<file path="src/hw/pol_pkg.sv">
package pol_pkg;
    // Option bit positions, same order as the configuration word
    localparam int OPT_PROC_ARB   = 0;
    localparam int OPT_PCI1_ARB   = 1;
    localparam int OPT_PCI2_ARB   = 2;
    localparam int OPT_PRIMARY    = 3;
    localparam int OPT_WIDE       = 4;
    localparam int OPT_BOOT       = 5;
    localparam int OPT_LEGACY     = 6;
    localparam int OPT_BYPASS     = 7;
    localparam int OPT_COUNT      = 8;
    localparam int SYNC_STAGES    = 2;
    // Register map, word index in the read/write space
    localparam logic [3:0] ADDR_OPTIONS = 4'h0;
    localparam logic [3:0] ADDR_STATUS  = 4'h1;
    localparam logic [7:0] OPTIONS_RESET = 8'h00;
    // Announce pulse length on the PCI-1 64-bit request, in clock cycles
    localparam int ANNOUNCE_CYCLES = 4;
    typedef enum logic [1:0] {
        POL_IDLE,
        POL_WAIT,
        POL_PULSE,
        POL_DONE
    } pol_ann_state_t;
endpackage

</file>
<file path="src/hw/pol_edge_det.sv">
`timescale 1ns/1ps
module pol_edge_det
    import pol_pkg::*;
(
    input  wire logic clk_in,
    input  wire logic rst_in,
    input  wire logic level_in,
    output logic      rise_out,
    output logic      fall_out
);
    logic prev;
    logic next_prev;

    always_comb
    begin
        next_prev = level_in;
    end

    always_ff @(posedge clk_in or posedge rst_in)
    begin
        // Strobe idles high; starting high avoids a false edge after reset
        if (rst_in)
            prev <= 1'b1;
        else
            prev <= next_prev;
    end

    assign rise_out = level_in & ~prev;
    assign fall_out = ~level_in & prev;
endmodule // pol_edge_det

</file>
<file path="src/hw/pol_loader.sv">
`timescale 1ns/1ps
// How it works
// - Strobe low means configuration-slave mode; otherwise options come from pins.
// - Pin mode latches option pin levels when power-on reset releases.
// - PCI resets never change latched options; a bus hard reset changes them only through a strobed word.
// - Arbiter options: 1 internal, 0 external; from range pins or word bits 0-2.
// - PCI-2 primary when option pin 5 low or word bit 3 set.
// - Wide-path option pulses PCI-1 64-bit request while PCI-1 reset asserted.
// - Boot from PCI when option pin 3 low or word bit 5 set.
// - Word bits 0..7 map to options in order; bit 6 legacy core mode.
// - PLL bypass when option pin 1 low or word bit 7 set.
// - Single-PCI variant forces PCI-2 arbiter off and PCI-1 primary.
// - During power-on reset speed pins keep their PLL range function.
// - During power-on reset interrupt pins 5..1 are option inputs.
// - Slave mode samples pins first, then the strobed word replaces them.
// - Every hard-reset sequence resends the word; device relatches each time.
// - No 64-bit request while the strobe is low and the configuration word is not yet latched.
// - Latched options are readable in the options register; reset status is a separate register.
// - Power-on and bus hard resets assert asynchronously; release is synchronised to the clock.
module pol_loader
    import pol_pkg::*;
#(
    parameter bit SINGLE_PCI = 1'b0
)
(
    input  wire logic        core_clk_in,
    input  wire logic        sys_rst_in,
    input  wire logic        power_on_reset_n_in,
    input  wire logic        proc_bus_hard_reset_n_in,
    input  wire logic        pci1_reset_n_in,
    input  wire logic        pci2_reset_n_in,
    input  wire logic        config_strobe_n_in,
    input  wire logic [7:0]  proc_data_bus_in,
    input  wire logic        proc_pll_range_sel_in,
    input  wire logic        pci1_speed_sel_in,
    input  wire logic        pci2_speed_sel_in,
    input  wire logic [5:1]  int_n_in,
    input  wire logic [5:1]  int_n_drive_in,
    input  wire logic [3:0]  addr_in,
    input  wire logic [31:0] wdata_in,
    input  wire logic        wr_in,
    input  wire logic        rd_in,
    output logic [31:0]      rdata_out,
    output logic [5:1]       int_n_out,
    output logic [5:1]       int_n_oe_out,
    output logic [2:0]       pll_range_out,
    output logic             proc_arbiter_opt_out,
    output logic             pci1_arbiter_opt_out,
    output logic             pci2_arbiter_opt_out,
    output logic             primary_segment_opt_out,
    output logic             wide_path_announce_opt_out,
    output logic             boot_source_opt_out,
    output logic             legacy_core_mode_opt_out,
    output logic             pll_bypass_opt_out,
    output logic             pci1_req64_n_out,
    output logic             pci1_req64_oe_out
);
    logic                 por_arst_n;
    logic                 por_sync_n;
    logic                 por_rel;
    logic                 hr_sync_n;
    logic [OPT_COUNT-1:0] opts;
    logic [OPT_COUNT-1:0] next_opts;
    logic [OPT_COUNT-1:0] pin_opts;
    logic                 word_latched;
    logic                 next_word_latched;
    logic                 word_seen;
    logic                 next_word_seen;
    logic                 strobe_fall;
    logic                 unused_rise;
    logic [31:0]          next_rdata;
    logic [31:0]          rdata;
    pol_ann_state_t       ann;
    pol_ann_state_t       next_ann;
    logic [3:0]           ann_cnt;
    logic [3:0]           next_ann_cnt;
    logic                 req64_n;
    logic                 next_req64_n;
    logic                 req64_oe;
    logic                 next_req64_oe;
    logic [2:0]           pll_range;
    logic [2:0]           next_pll_range;
    logic                 opt_phase;

    assign por_arst_n = power_on_reset_n_in & ~sys_rst_in;

    pol_rst_sync u_por_sync (
        .clk_in    (core_clk_in),
        .arst_n_in (por_arst_n),
        .rst_n_out (por_sync_n)
    );

    pol_rst_sync u_hr_sync (
        .clk_in    (core_clk_in),
        .arst_n_in (proc_bus_hard_reset_n_in),
        .rst_n_out (hr_sync_n)
    );

    // Strobe is compared with its registered previous level; a falling edge during hard reset is the load
    pol_edge_det u_strobe (
        .clk_in   (core_clk_in),
        .rst_in   (sys_rst_in),
        .level_in (config_strobe_n_in),
        .rise_out (unused_rise),
        .fall_out (strobe_fall)
    );

    // Power-on reset release is seen as the first cycle with the sync high
    logic por_prev;
    always_ff @(posedge core_clk_in or posedge sys_rst_in)
    begin
        if (sys_rst_in)
            por_prev <= 1'b0;
        else
            por_prev <= por_sync_n;
    end
    assign por_rel   = por_sync_n & ~por_prev;
    assign opt_phase = ~por_sync_n;

    // Pin-mode option decode, active-low option pins inverted
    always_comb
    begin
        pin_opts               = '0;
        pin_opts[OPT_PROC_ARB] = proc_pll_range_sel_in;
        pin_opts[OPT_PCI1_ARB] = pci1_speed_sel_in;
        pin_opts[OPT_PCI2_ARB] = pci2_speed_sel_in;
        pin_opts[OPT_PRIMARY]  = ~int_n_in[5];
        pin_opts[OPT_WIDE]     = ~int_n_in[4];
        pin_opts[OPT_BOOT]     = ~int_n_in[3];
        pin_opts[OPT_LEGACY]   = ~int_n_in[2];
        pin_opts[OPT_BYPASS]   = ~int_n_in[1];
    end

    // Option store: only power-up release and a strobed load during hard reset write it; PCI resets leave it alone
    always_comb
    begin
        next_opts         = opts;
        next_word_latched = word_latched;
        next_word_seen    = word_seen;
        if (por_rel)
        begin
            next_opts         = pin_opts;
            next_word_latched = 1'b0;
        end
        else if (!hr_sync_n)
        begin
            if (strobe_fall)
            begin
                next_opts         = proc_data_bus_in;
                next_word_latched = 1'b1;
                next_word_seen    = 1'b1;
            end
        end
        // Without a strobe nothing is written, latched values stay
        if (SINGLE_PCI)
        begin
            next_opts[OPT_PCI2_ARB] = 1'b0;
            next_opts[OPT_PRIMARY]  = 1'b0;
        end
    end

    // Options sit on the system reset domain only
    always_ff @(posedge core_clk_in or posedge sys_rst_in)
    begin
        if (sys_rst_in)
        begin
            opts         <= OPTIONS_RESET;
            word_latched <= 1'b0;
            word_seen    <= 1'b0;
        end
        else
        begin
            opts         <= next_opts;
            word_latched <= next_word_latched;
            word_seen    <= next_word_seen;
        end
    end

    // Speed pins steer PLL range while power-on reset is held
    always_comb
    begin
        next_pll_range = pll_range;
        if (opt_phase)
            next_pll_range = {pci2_speed_sel_in, pci1_speed_sel_in,
                              proc_pll_range_sel_in};
    end

    // Wide-path announce: waits while strobe is low and no word is latched, pulses in PCI-1 reset
    always_comb
    begin
        next_ann      = ann;
        next_ann_cnt  = ann_cnt;
        next_req64_n  = 1'b1;
        next_req64_oe = 1'b0;
        case (ann)
            POL_IDLE:
            begin
                if (por_sync_n && opts[OPT_WIDE])
                    next_ann = POL_WAIT;
            end
            POL_WAIT:
            begin
                // Holds off only while the strobe is low and no word is latched
                if (!pci1_reset_n_in && (config_strobe_n_in || word_latched))
                begin
                    next_ann     = POL_PULSE;
                    next_ann_cnt = 4'(ANNOUNCE_CYCLES);
                end
                if (!opts[OPT_WIDE])
                    next_ann = POL_IDLE;
            end
            POL_PULSE:
            begin
                next_req64_n  = 1'b0;
                next_req64_oe = 1'b1;
                next_ann_cnt  = ann_cnt - 4'h1;
                if (pci1_reset_n_in || ann_cnt == 4'h0)
                begin
                    next_req64_n  = 1'b1;
                    next_req64_oe = 1'b0;
                    next_ann      = POL_DONE;
                end
            end
            POL_DONE:
            begin
                // Rearm for the next PCI-1 reset
                if (pci1_reset_n_in)
                    next_ann = POL_IDLE;
            end
            default:
                next_ann = POL_IDLE;
        endcase
    end

    // A fresh strobe could still change the option after the pulse; a limitation
    always_ff @(posedge core_clk_in or posedge sys_rst_in)
    begin
        if (sys_rst_in)
        begin
            ann       <= POL_IDLE;
            ann_cnt   <= 4'h0;
            req64_n   <= 1'b1;
            req64_oe  <= 1'b0;
            pll_range <= 3'h0;
        end
        else
        begin
            ann       <= next_ann;
            ann_cnt   <= next_ann_cnt;
            req64_n   <= next_req64_n;
            req64_oe  <= next_req64_oe;
            pll_range <= next_pll_range;
        end
    end

    // Register read port, one cycle latency
    always_comb
    begin
        next_rdata = 32'h0000_0000;
        if (rd_in)
        begin
            if (addr_in == ADDR_OPTIONS)
                next_rdata = {24'h00_0000, opts};
            else if (addr_in == ADDR_STATUS)
                next_rdata = {28'h000_0000, ~pci2_reset_n_in, word_seen,
                              word_latched, por_sync_n};
            else
                next_rdata = 32'h0000_0000;
        end
    end

    always_ff @(posedge core_clk_in or posedge sys_rst_in)
    begin
        if (sys_rst_in)
            rdata <= 32'h0000_0000;
        else
            rdata <= next_rdata;
    end

    // Interrupt pins: released as options in reset, driven from core afterwards
    logic [5:1] int_q;
    logic [5:1] int_oe_q;
    always_ff @(posedge core_clk_in or posedge sys_rst_in)
    begin
        if (sys_rst_in)
        begin
            int_q    <= 5'h1F;
            int_oe_q <= 5'h00;
        end
        else
        begin
            int_q    <= 5'h00;
            int_oe_q <= opt_phase ? 5'h00 : int_n_drive_in;
        end
    end

    assign rdata_out                  = rdata;
    assign int_n_out                  = int_q;
    assign int_n_oe_out               = int_oe_q;
    assign pll_range_out              = pll_range;
    assign proc_arbiter_opt_out       = opts[OPT_PROC_ARB];
    assign pci1_arbiter_opt_out       = opts[OPT_PCI1_ARB];
    assign pci2_arbiter_opt_out       = opts[OPT_PCI2_ARB];
    assign primary_segment_opt_out    = opts[OPT_PRIMARY];
    assign wide_path_announce_opt_out = opts[OPT_WIDE];
    assign boot_source_opt_out        = opts[OPT_BOOT];
    assign legacy_core_mode_opt_out   = opts[OPT_LEGACY];
    assign pll_bypass_opt_out         = opts[OPT_BYPASS];
    assign pci1_req64_n_out           = req64_n;
    assign pci1_req64_oe_out          = req64_oe;
endmodule // pol_loader

</file>
<file path="src/hw/pol_rst_sync.sv">
`timescale 1ns/1ps
module pol_rst_sync
    import pol_pkg::*;
(
    input  wire logic clk_in,
    input  wire logic arst_n_in,
    output logic      rst_n_out
);
    logic [SYNC_STAGES-1:0] stages;
    logic [SYNC_STAGES-1:0] next_stages;

    always_comb
    begin
        next_stages = {stages[SYNC_STAGES-2:0], 1'b1};
    end

    // Assertion is immediate, release waits for the clock
    always_ff @(posedge clk_in or negedge arst_n_in)
    begin
        if (!arst_n_in)
            stages <= '0;
        else
            stages <= next_stages;
    end

    assign rst_n_out = stages[SYNC_STAGES-1];
endmodule // pol_rst_sync

</file>
<file path="config.mk">
export PLATFORM = sky130hd
export DESIGN_NAME = pol_loader
export DESIGN_NICKNAME = d
export VERILOG_FILES = /design/src/hw/pol_pkg.sv /design/src/hw/pol_edge_det.sv /design/src/hw/pol_loader.sv /design/src/hw/pol_rst_sync.sv
export SDC_FILE = /design/constraint.sdc
export NUM_CORES = 1
export LEC_CHECK = 0
export BUFFER_PORTS_ARGS = -buffer_cell sky130_fd_sc_hd__buf_4
export CAP_MARGIN = 20
export CORE_AREA = 2 2 67 75
export DETAILED_ROUTE_END_ITERATION = 10
export DIE_AREA = 0 0 69 77
export HOLD_SLACK_MARGIN = 0.12
export PLACE_DENSITY = 0.83
export SLEW_MARGIN = 20
export SYNTH_ARGS = -nofsm -noshare
export SYNTH_HDL_FRONTEND = slang
export SYNTH_SLANG_ARGS = --single-unit
</file>
<file path="constraint.sdc">
create_clock -name core_clk_in -period 1.8 [get_ports core_clk_in]
set_input_delay 0 -clock core_clk_in [delete_from_list [all_inputs] [get_ports core_clk_in]]
set_output_delay 0 -clock core_clk_in [all_outputs]
set_load 0.01 [all_outputs]
</file>
Yosys cells after proc, flatten, opt, wreduce, memory -nomap -nowiden
Cells that the tools add are included.
{"block": "op_classes", "bitwise": 14, "addsub": 1, "reduce_logical": 14, "mux": 22, "eq_ne": 10}
{"op": "8-bit 2-to-1 mux", "count": 5}
{"op": "1-bit inverter", "count": 11}
{"op": "2-bit 2-to-1 mux", "count": 5}
{"op": "2-bit != test, second input constant", "count": 5}
{"op": "4-bit zero test", "count": 2}
{"op": "4-bit 2-to-1 mux", "count": 2}
{"op": "2-bit case mux with 4 select lines", "count": 1}
{"op": "4-bit case mux with 2 select lines", "count": 1}
{"op": "1-bit 2-to-1 mux", "count": 7}
{"op": "5-bit 2-to-1 mux", "count": 1}
{"op": "2-bit equality test, second input constant", "count": 2}
{"op": "4-bit by 1-bit equality test with 1-bit output, second input constant", "count": 1}
{"op": "2-bit AND reduction", "count": 2}
{"op": "4-bit AND reduction", "count": 1}
{"op": "2-bit nonzero test", "count": 2}
{"op": "4-bit by 1-bit subtractor with 4-bit output, second input constant", "count": 1}
{"op": "1-bit bitwise AND", "count": 3}
{"op": "3-bit != test, second input constant", "count": 1}
{"op": "3-bit AND reduction", "count": 1}
{"op": "2-bit by 1-bit equality test with 1-bit output, second input constant", "count": 1}
{"op": "1-bit logical AND", "count": 2}
{"op": "2-bit zero test", "count": 1}
{"op": "1-bit logical OR", "count": 2}
{"op": "1-bit zero test", "count": 1}
{"block": "totals", "reg_bits": 69, "out_inout_bits": 55}

Depth between registers and ports, before layout
Gate-level depths: netlist of run 1.
{"block": "depth", "word_depth": 5, "mapped_depth": 5, "ltp_nobuf": 5}

Cells and area by module
Synthesis of run 1 repeated with hierarchy kept, for this count alone.
{"block": "unflattened", "hier_cells": 160, "area_unflattened_um2": 1901.8}
{"module": "pol_loader", "area_each_um2": 1749.2, "cells_per_inst": 150, "instances": 1}
{"module": "pol_rst_sync", "area_each_um2": 53.8, "cells_per_inst": 3, "instances": 2}
{"module": "pol_edge_det", "area_each_um2": 45.0, "cells_per_inst": 4, "instances": 1}

Least setup slack after synthesis of run 1
OpenSTA, ideal clock, no wires.
{"block": "synth_timing", "path_kind": "register to register", "startpoint": "register u_strobe.prev", "endpoint": "register opts[3]", "stages_incl_launch_ff": 5, "setup_ns": 0.129, "n_path_buf": 1, "synth_period_minus_slack_ns": 1.318, "required_ns": 1.671, "slack_ns": 0.482, "t_arrival_ns": 1.189, "cell_sequence": "dfstp_2 -> or3b_2 -> buf_2 -> nand2_1 -> a22oi_1"}
{"block": "synth_between", "elab_chain_len": 3}
{"item": "start, declared", "line": "pol_edge_det.sv:11", "rtl": "logic prev;"}
{"item": "start signal, assigned", "line": "pol_edge_det.sv:25", "rtl": "prev <= next_prev;"}
{"item": "1-bit bitwise AND", "line": "pol_edge_det.sv:29", "rtl": "assign fall_out = ~level_in & prev;"}
{"item": "2-bit nonzero test (no source line)"}
{"item": "2-bit AND reduction (no source line)"}
{"item": "end signal, assigned", "line": "pol_loader.sv:173", "rtl": "opts <= next_opts;"}
{"item": "end, declared", "line": "pol_loader.sv:62", "rtl": "logic [OPT_COUNT-1:0] opts;"}
Every way passes these cells.
A chain may end at the register's enable or synchronous reset.

Worst setup path after layout of run 1
{"block": "layout_timing", "startpoint": "input addr_in[2]", "endpoint": "register rdata[3] (netlist: rdata_out[3])"}
{"block": "layout_between", "elab_chain_len": 4, "elab_cells_between_ends": 5, "classes_between": "1 x eq/ne; 3 x mux; 1 x reduce/logical"}
{"item": "start, declared", "line": "pol_loader.sv:39", "rtl": "input wire logic [3:0] addr_in,"}
{"item": "4-bit by 1-bit equality test with 1-bit output", "line": "pol_loader.sv:264", "rtl": "else if (addr_in == ADDR_STATUS)"}
{"item": "4-bit 2-to-1 mux", "line": "pol_loader.sv:264"}
{"item": "8-bit 2-to-1 mux (*)", "line": "pol_loader.sv:262", "rtl": "if (addr_in == ADDR_OPTIONS)"}
{"item": "8-bit 2-to-1 mux (*)", "line": "pol_loader.sv:260", "rtl": "if (rd_in)"}
{"item": "named net next_rdata[3]", "line": "pol_loader.sv:71", "rtl": "logic [31:0] next_rdata;"}
{"item": "end signal, assigned", "line": "pol_loader.sv:277", "rtl": "rdata <= next_rdata;"}
{"item": "end, declared", "line": "pol_loader.sv:72", "rtl": "logic [31:0] rdata;"}
The timed path passes the listed nets; every way through them passes the cells marked *.

==> results of run 1 <==
[through the flow]
stage               total power, mW  std cells  setup WS [ns]  util, %
finish                         2.60        318         0.0358     59.4
floorplan                      1.61        189          0.482        -
detailed placement             1.79        277          0.306     49.5
CTS                            2.61        318         0.0937     59.4
global route                   2.74        318        0.00813     59.4
global placement               1.75        277          0.362     49.5
[cell type report]
class,count,area (um2),share of cell area [%]
inverters,5,18.8,0.693
multi-input cells,109,642,23.7
well taps,56,70.1,2.59
repair buffers,99,826,30.5
flip-flops and latches,41,1030,38.0
clock buffers,6,82.6,3.05
clock inverters,2,37.5,1.39
[worst min path at each step]
stage                              from                   to  slack, ns  cells past startpoint
3_3_place_gp   proc_bus_hard_reset_n_in  u_hr_sync.stages[0]      -0.21                      1
4_1_cts                      addr_in[1]         rdata_out[4]       0.14                      4
5_1_grt                      addr_in[3]         rdata_out[4]       0.13                      4
6_report                     addr_in[3]         rdata_out[7]       0.15                      4
3_5_place_dp   proc_bus_hard_reset_n_in  u_hr_sync.stages[0]      -0.21                      1
2_1_floorplan  proc_bus_hard_reset_n_in  u_hr_sync.stages[0]      -0.30                      0
[kinds of logic (layout without fill, tap and decap cells)]
group / after synthesis / after routing / synth area share (%)
muxes: 6 / 6 / 3.47
and+or+nand+nor: 44 / 44 / 13.8
adders and majority gates: 1 / 1 / 0.681
DFF: 41 / 41 / 56.1
other: 2 / 27 / 0.409
AOI/OAI and AO/OA: 28 / 28 / 10.0
buffers and inverters: 39 / 112 / 14.1
xor gates and xnor gates: 3 / 3 / 1.43
[report_power, final]
part	switching, mW	total, mW	internal, mW
logic	0.281	0.634	0.353
clock network	0.308	0.759	0.451
registers	0.148	1.20	1.05
[cells in the final DEF, fill, tap and decap left out, drive strengths merged]
cell type / instances
a21o: 1
mux2i: 3
dfrtp: 38
nand2b: 1
nor4b: 1
and2: 9
bufinv: 1
nor4: 1
and3b: 1
nand2: 11
conb: 27
clkinvlp: 1
dlygate4sd3: 33
nor2b: 3
inv: 5
dfstp: 3
a21oi: 13
a211oi: 1
nor3b: 2
a22oi: 6
a22o: 3
xor2: 1
or3b: 1
nor2: 12
xnor2: 2
clkbuf: 6
o21ba: 1
buf: 66
o21ai: 2
ha: 1
or3: 1
o21a: 1
mux2: 3
or4b: 1
[worst min-delay path, delay by kind of cell]
| family | cells | cell delay [ns] |
|---|---|---|
| buffers and inverters | 1 | 0.08 |
| and+or+nand+nor | 3 | 0.32 |
[layer usage]
| layer | vias to the layer above | part of all wire, % |
|---|---|---|
| li1 | 679 | - |
| met1 | 700 | 36 |
| met2 | 57 | 57 |
| met3 | 8 | 4.7 |
| met4 | 0 | 2.8 |
| met5 | - | 0 |
[state kept, by name, summed over array words and instances (netlist names), named ones only]
name and cells:
pci1_req64_oe_out 1, word_latched 1, word_seen 1, ann_cnt 4
u_por_sync.stages 2, opts 8, pci1_req64_n_out 1, por_prev 1
u_hr_sync.stages 2, int_n_out 1, int_n_oe_out 5, u_strobe.prev 1
ann 1, rdata_out 8, pll_range_out 3
[timing repair]
action | 4_1_cts | 5_1_grt
gates resized for setup | 0 | 0
hold buffers | 33 | 0
endpoints found under the hold margin | 67 | 0
==> results_dict.tcl, run 1 <==
set metrics [dict create \
    postLayoutCellArea_um2 2710 \
    first_iter_violations 92 \
    synthTopCellsByArea "dfrtp_1, buf_4, dfstp_2" \
    p_per_area_nw_per_um2 959 \
    crit_slowest_cell "dlygate4sd3_1" \
    min_period_ns 1.76 \
    reg2reg_depth 5 \
    holdWs_ns 0.148 \
    grt_use_total_pct 17.1 \
    worstMarginPinSlew_ns 0.554 \
    r2r_end "ann[0]" \
    tritoncts "yes" \
    final_antenna_net_count 0 \
    grt_pass1_vias 1458 \
    placed_area_um2 2260 \
    rr_startpoint "ann_cnt[0]" \
    cts_buffer_depth 2 \
    gr-max-usage-layer "met2" \
    cp.depth 5 \
    r2r_setup_slack_ns 0.28 \
    htree_levels 2 \
    die_y_um 77 \
    worstPathCellList "dlygate4sd3_1 -> buf_4 -> or4b_4 -> a211oi_2 -> dlygate4sd3_1" \
    portBuffers 63 \
    critical_path_class "in2reg" \
    synthTopCellsByCount "dfrtp_1, buf_4, a21oi_1" \
    antenna_found_initial 0 \
    area_growth_pct 47.3 \
    grt_max_degree 38 \
    wl_per_cell_um 13.8 \
    start_util_pct 40.3 \
    synth_edf_count 0 \
    nets 328 \
    post_cts_buffers 0 \
    gp_congestion 0.779 \
    path_clk_slew_ns 0.08 \
    via_per_inst 4.54 \
    synth_cell_types 34 \
    status "completed" \
    yosys_most_used_dff "dfrtp_1" \
    use_met2_pct 32.3 \
    max_freq_mhz 567 \
    final-hold-violation-count 0 \
    dieWidth_um 69 \
    critPathLaunchType "input pin" \
    slowest_delay_ns 0.58 \
    required_ns 2.02 \
    gr-usage-met3_pct 3.81 \
    synth_top_area_cell "dfrtp_1" \
    syn_avg_cell_area_um2 11.2 \
    path_max_fanout 3 \
    irDropWorstVdd_mv 0.505 \
    max-slew-margin-rel_pct 62.6 \
    timing.critical_path.to_type "flip-flop" \
    fin_tns_setup_ns 0 \
    wl_um 4380 \
    cp_common_cell "dlygate4sd3_1" \
    cp_num_buf_inv 3 \
    ys_warn_count 0 \
    nFillCells 352 \
    setup.worst_path.end "rdata_out[3]" \
    yosysMostFrequentCell "dfrtp_1" \
    dr.pass1.iters 4 \
    via_count 1444 \
    grt_pass1_wl_um 7090 \
    die_area_um2 5310 \
    cellLeakagePower_nw 1.35 \
    synth_area_um2 1840 \
    fin_crit_sh_pct 98.0 \
    io_pins 121 \
    startpoint "addr_in[2]" \
    layout-drive-gt1-share_pct 33.2 \
    finClkSkew_ns 0.00377 \
    cts_sinks 41 \
    numCtsBuffers 5 \
    core-area_um2 4550 \
    insertion_delay_ns 0.29 \
    synthArstFlopShare_pct 100 \
    rsz0062_at_grt "false" \
    hold_class "in2reg" \
    maxCapViolCount 0 \
    slew_violations 0 \
    ys_ff_latch 41 \
    synth_top_area_share_pct 51.8 \
    ys_seq_area_share_pct 56.1 \
    diodes 0 \
    grt_util_met1_pct 17.8 \
    drc 0 \
    worst_ep_arrival_time_ns 1.99 \
    crit_family "buffers and inverters" \
    finalSetupViolCount 0 \
    cts_root_buffer "clkbuf_8" \
    post-dp-hpwl_um 2750 \
    synthCells 164 \
    overflow 0 \
    rows 26 \
]
No activity file was read; power rests on OpenSTA's default activity.
==> run 2: changes to the inputs <==
--- a/config.mk
+++ b/config.mk
@@ -8,6 +8,7 @@
 export BUFFER_PORTS_ARGS = -buffer_cell sky130_fd_sc_hd__buf_4
 export CAP_MARGIN = 20
 export CORE_AREA = 2 2 67 75
+export CTS_BUF_LIST = sky130_fd_sc_hd__clkbuf_16
 export DETAILED_ROUTE_END_ITERATION = 10
 export DIE_AREA = 0 0 69 77
 export HOLD_SLACK_MARGIN = 0.12
==> results_dict.tcl, run 2 (synthesized netlist as in run 1, its figures left out) <==
set metrics [dict create \
    final_cells 319 \
    irDropWorstVdd_mv 0.485 \
    antenna_found_initial 0 \
    dp_cells 277 \
    layout-drive-gt1-share_pct 32.7 \
    hold_depth 3 \
    max_freq_mhz 561 \
    hold_class "in2reg" \
    nFillCells 351 \
    crit_slowest_cell "dlygate4sd3_1" \
    grt_util_met1_pct 17.3 \
    startpoint "addr_in[1]" \
    gr-usage-met3_pct 2.89 \
    reg2reg_depth 5 \
    p_switching_uw 769 \
    tritoncts "yes" \
    slew_violations 0 \
    start_util_pct 40.3 \
    cts_sinks 41 \
    slowest_delay_ns 0.63 \
    p_comb_share_pct 22.4 \
    timing.critical_path.to_type "flip-flop" \
    mostFrequentLayoutCell "buf_4" \
    area_growth_pct 50.4 \
    dieWidth_um 69 \
    io_pins 121 \
    max-slew-margin-rel_pct 63.0 \
    drc 0 \
    finClkSkew_ns 0.00341 \
    core-area_um2 4550 \
    hold_path_startpoint "rd_in" \
    grt_max_degree 38 \
    portBuffers 63 \
    post-dp-hpwl_um 2750 \
    critical_path_class "in2reg" \
    grt_use_total_pct 16.5 \
    worst_ep_arrival_time_ns 1.99 \
    worstPathCellList "buf_4 -> dlygate4sd3_1 -> or4b_4 -> dlygate4sd3_1 -> nor2_1" \
    use_met2_pct 32.0 \
    p_int_mw 2.06 \
    fin_crit_sh_pct 98.9 \
    cellLeakagePower_nw 1.37 \
    min_period_ns 1.78 \
    rr_startpoint "ann_cnt[0]" \
    diodes 0 \
    cts_root_buffer "clkbuf_16" \
    cts_buffer_depth 2 \
    nets 329 \
    final_antenna_net_count 0 \
    insertion_delay_ns 0.28 \
    overflow 0 \
    p_clk_share_pct 34.9 \
    cp_common_cell "dlygate4sd3_1" \
    via_count 1468 \
    path_clk_slew_ns 0.05 \
    p_per_area_nw_per_um2 1020 \
    die_area_um2 5310 \
    power_frac_seq_pct 42.7 \
    grt_pass1_wl_um 6980 \
    finalSetupViolCount 0 \
    cp.depth 5 \
    status "completed" \
    first_iter_violations 89 \
    utilization_pct 60.7 \
    crit_family "buffers and inverters" \
    htree_levels 2 \
    wl_um 4330 \
    grt_pass1_vias 1476 \
    layout_common_cells "buf_4, dfrtp_1, dlygate4sd3_1" \
    gr-max-usage-layer "met2" \
    rows 26 \
    p_sw_share_pct 27.2 \
    post_cts_buffers 0 \
    wl_per_cell_um 13.6 \
    gp_congestion 0.779 \
    cp_num_buf_inv 3 \
    die_y_um 77 \
    final-hold-violation-count 0 \
    numCtsBuffers 5 \
    required_ns 2.01 \
    critPathLaunchType "input pin" \
    path_max_fanout 3 \
    dr.pass1.iters 4 \
    maxCapViolCount 0 \
    worstMarginPinSlew_ns 0.547 \
    via_per_inst 4.60 \
]
## run 2: cell type report
cell class | count | area (um2) | share of cell area (%)
Clock buffer | 5 | 125 | 4.53
Clock inverter | 3 | 41.3 | 1.49
Inverter | 5 | 18.8 | 0.679
Multi-Input combinational cell | 109 | 642 | 23.2
Sequential cell | 41 | 1030 | 37.3
Tap cell | 56 | 70.1 | 2.54
Timing Repair Buffer | 100 | 836 | 30.3
## run 2: worst reg2reg max path: cells and delay by family, from the launching register on
kind,cells,cell delay (ns)
AND/OR/NAND/NOR,2,0.62
flip-flops,1,0.42
adder cells (fa/ha/maj),1,0.20
buffers and inverters,1,0.07
AO/OA/AOI/OAI,1,0.07
## run 2: final timing paths
path	end	slack, ns
min reg2reg	u_hr_sync.stages[1]	0.35
max in group asynchronous	u_por_sync.stages[1]	0.92
min	rdata_out[3]	0.15
max	rdata_out[0]	0.02
min in group asynchronous	por_prev	0.39
max reg2reg	ann[0]	0.28
## run 2: power groups by stage
stage | Combinational, mW | Sequential, mW | Clock (mW)
detailed placement | 0.569 | 1.22 | 0
CTS | 0.631 | 1.20 | 1.00
global route | 0.695 | 1.23 | 1.05
floorplan | 0.435 | 1.17 | 0
global placement | 0.547 | 1.21 | 0
finish | 0.634 | 1.21 | 0.987
## run 2: repair_timing
action / in CTS / in global routing
hold buffers: 33 / 2
gates resized for setup: 0 / 0
setup endpoints to repair: 0 / 1
hold endpoints to repair: 67 / 1
## run 2: per-layer routing
layer	vias to the layer above	wire (um)
met5	-	0
met4	0	80
met3	8	227
met2	69	2500
met1	710	1510
li1	681	-
## run 2: per-stage QoR
step	hold WS, ns	cell area (um2)	power [mW]	worst slack, ns	TNS, ns
floorplan	-0.296	1930	1.61	0.482	0
global placement	-0.211	2260	1.75	0.362	0
detailed placement	-0.213	2260	1.79	0.306	0
CTS	0.157	2750	2.83	0.0768	0
global route	0.160	2760	2.97	-0.0289	-0.0370
finish	0.148	2760	2.83	0.0190	0
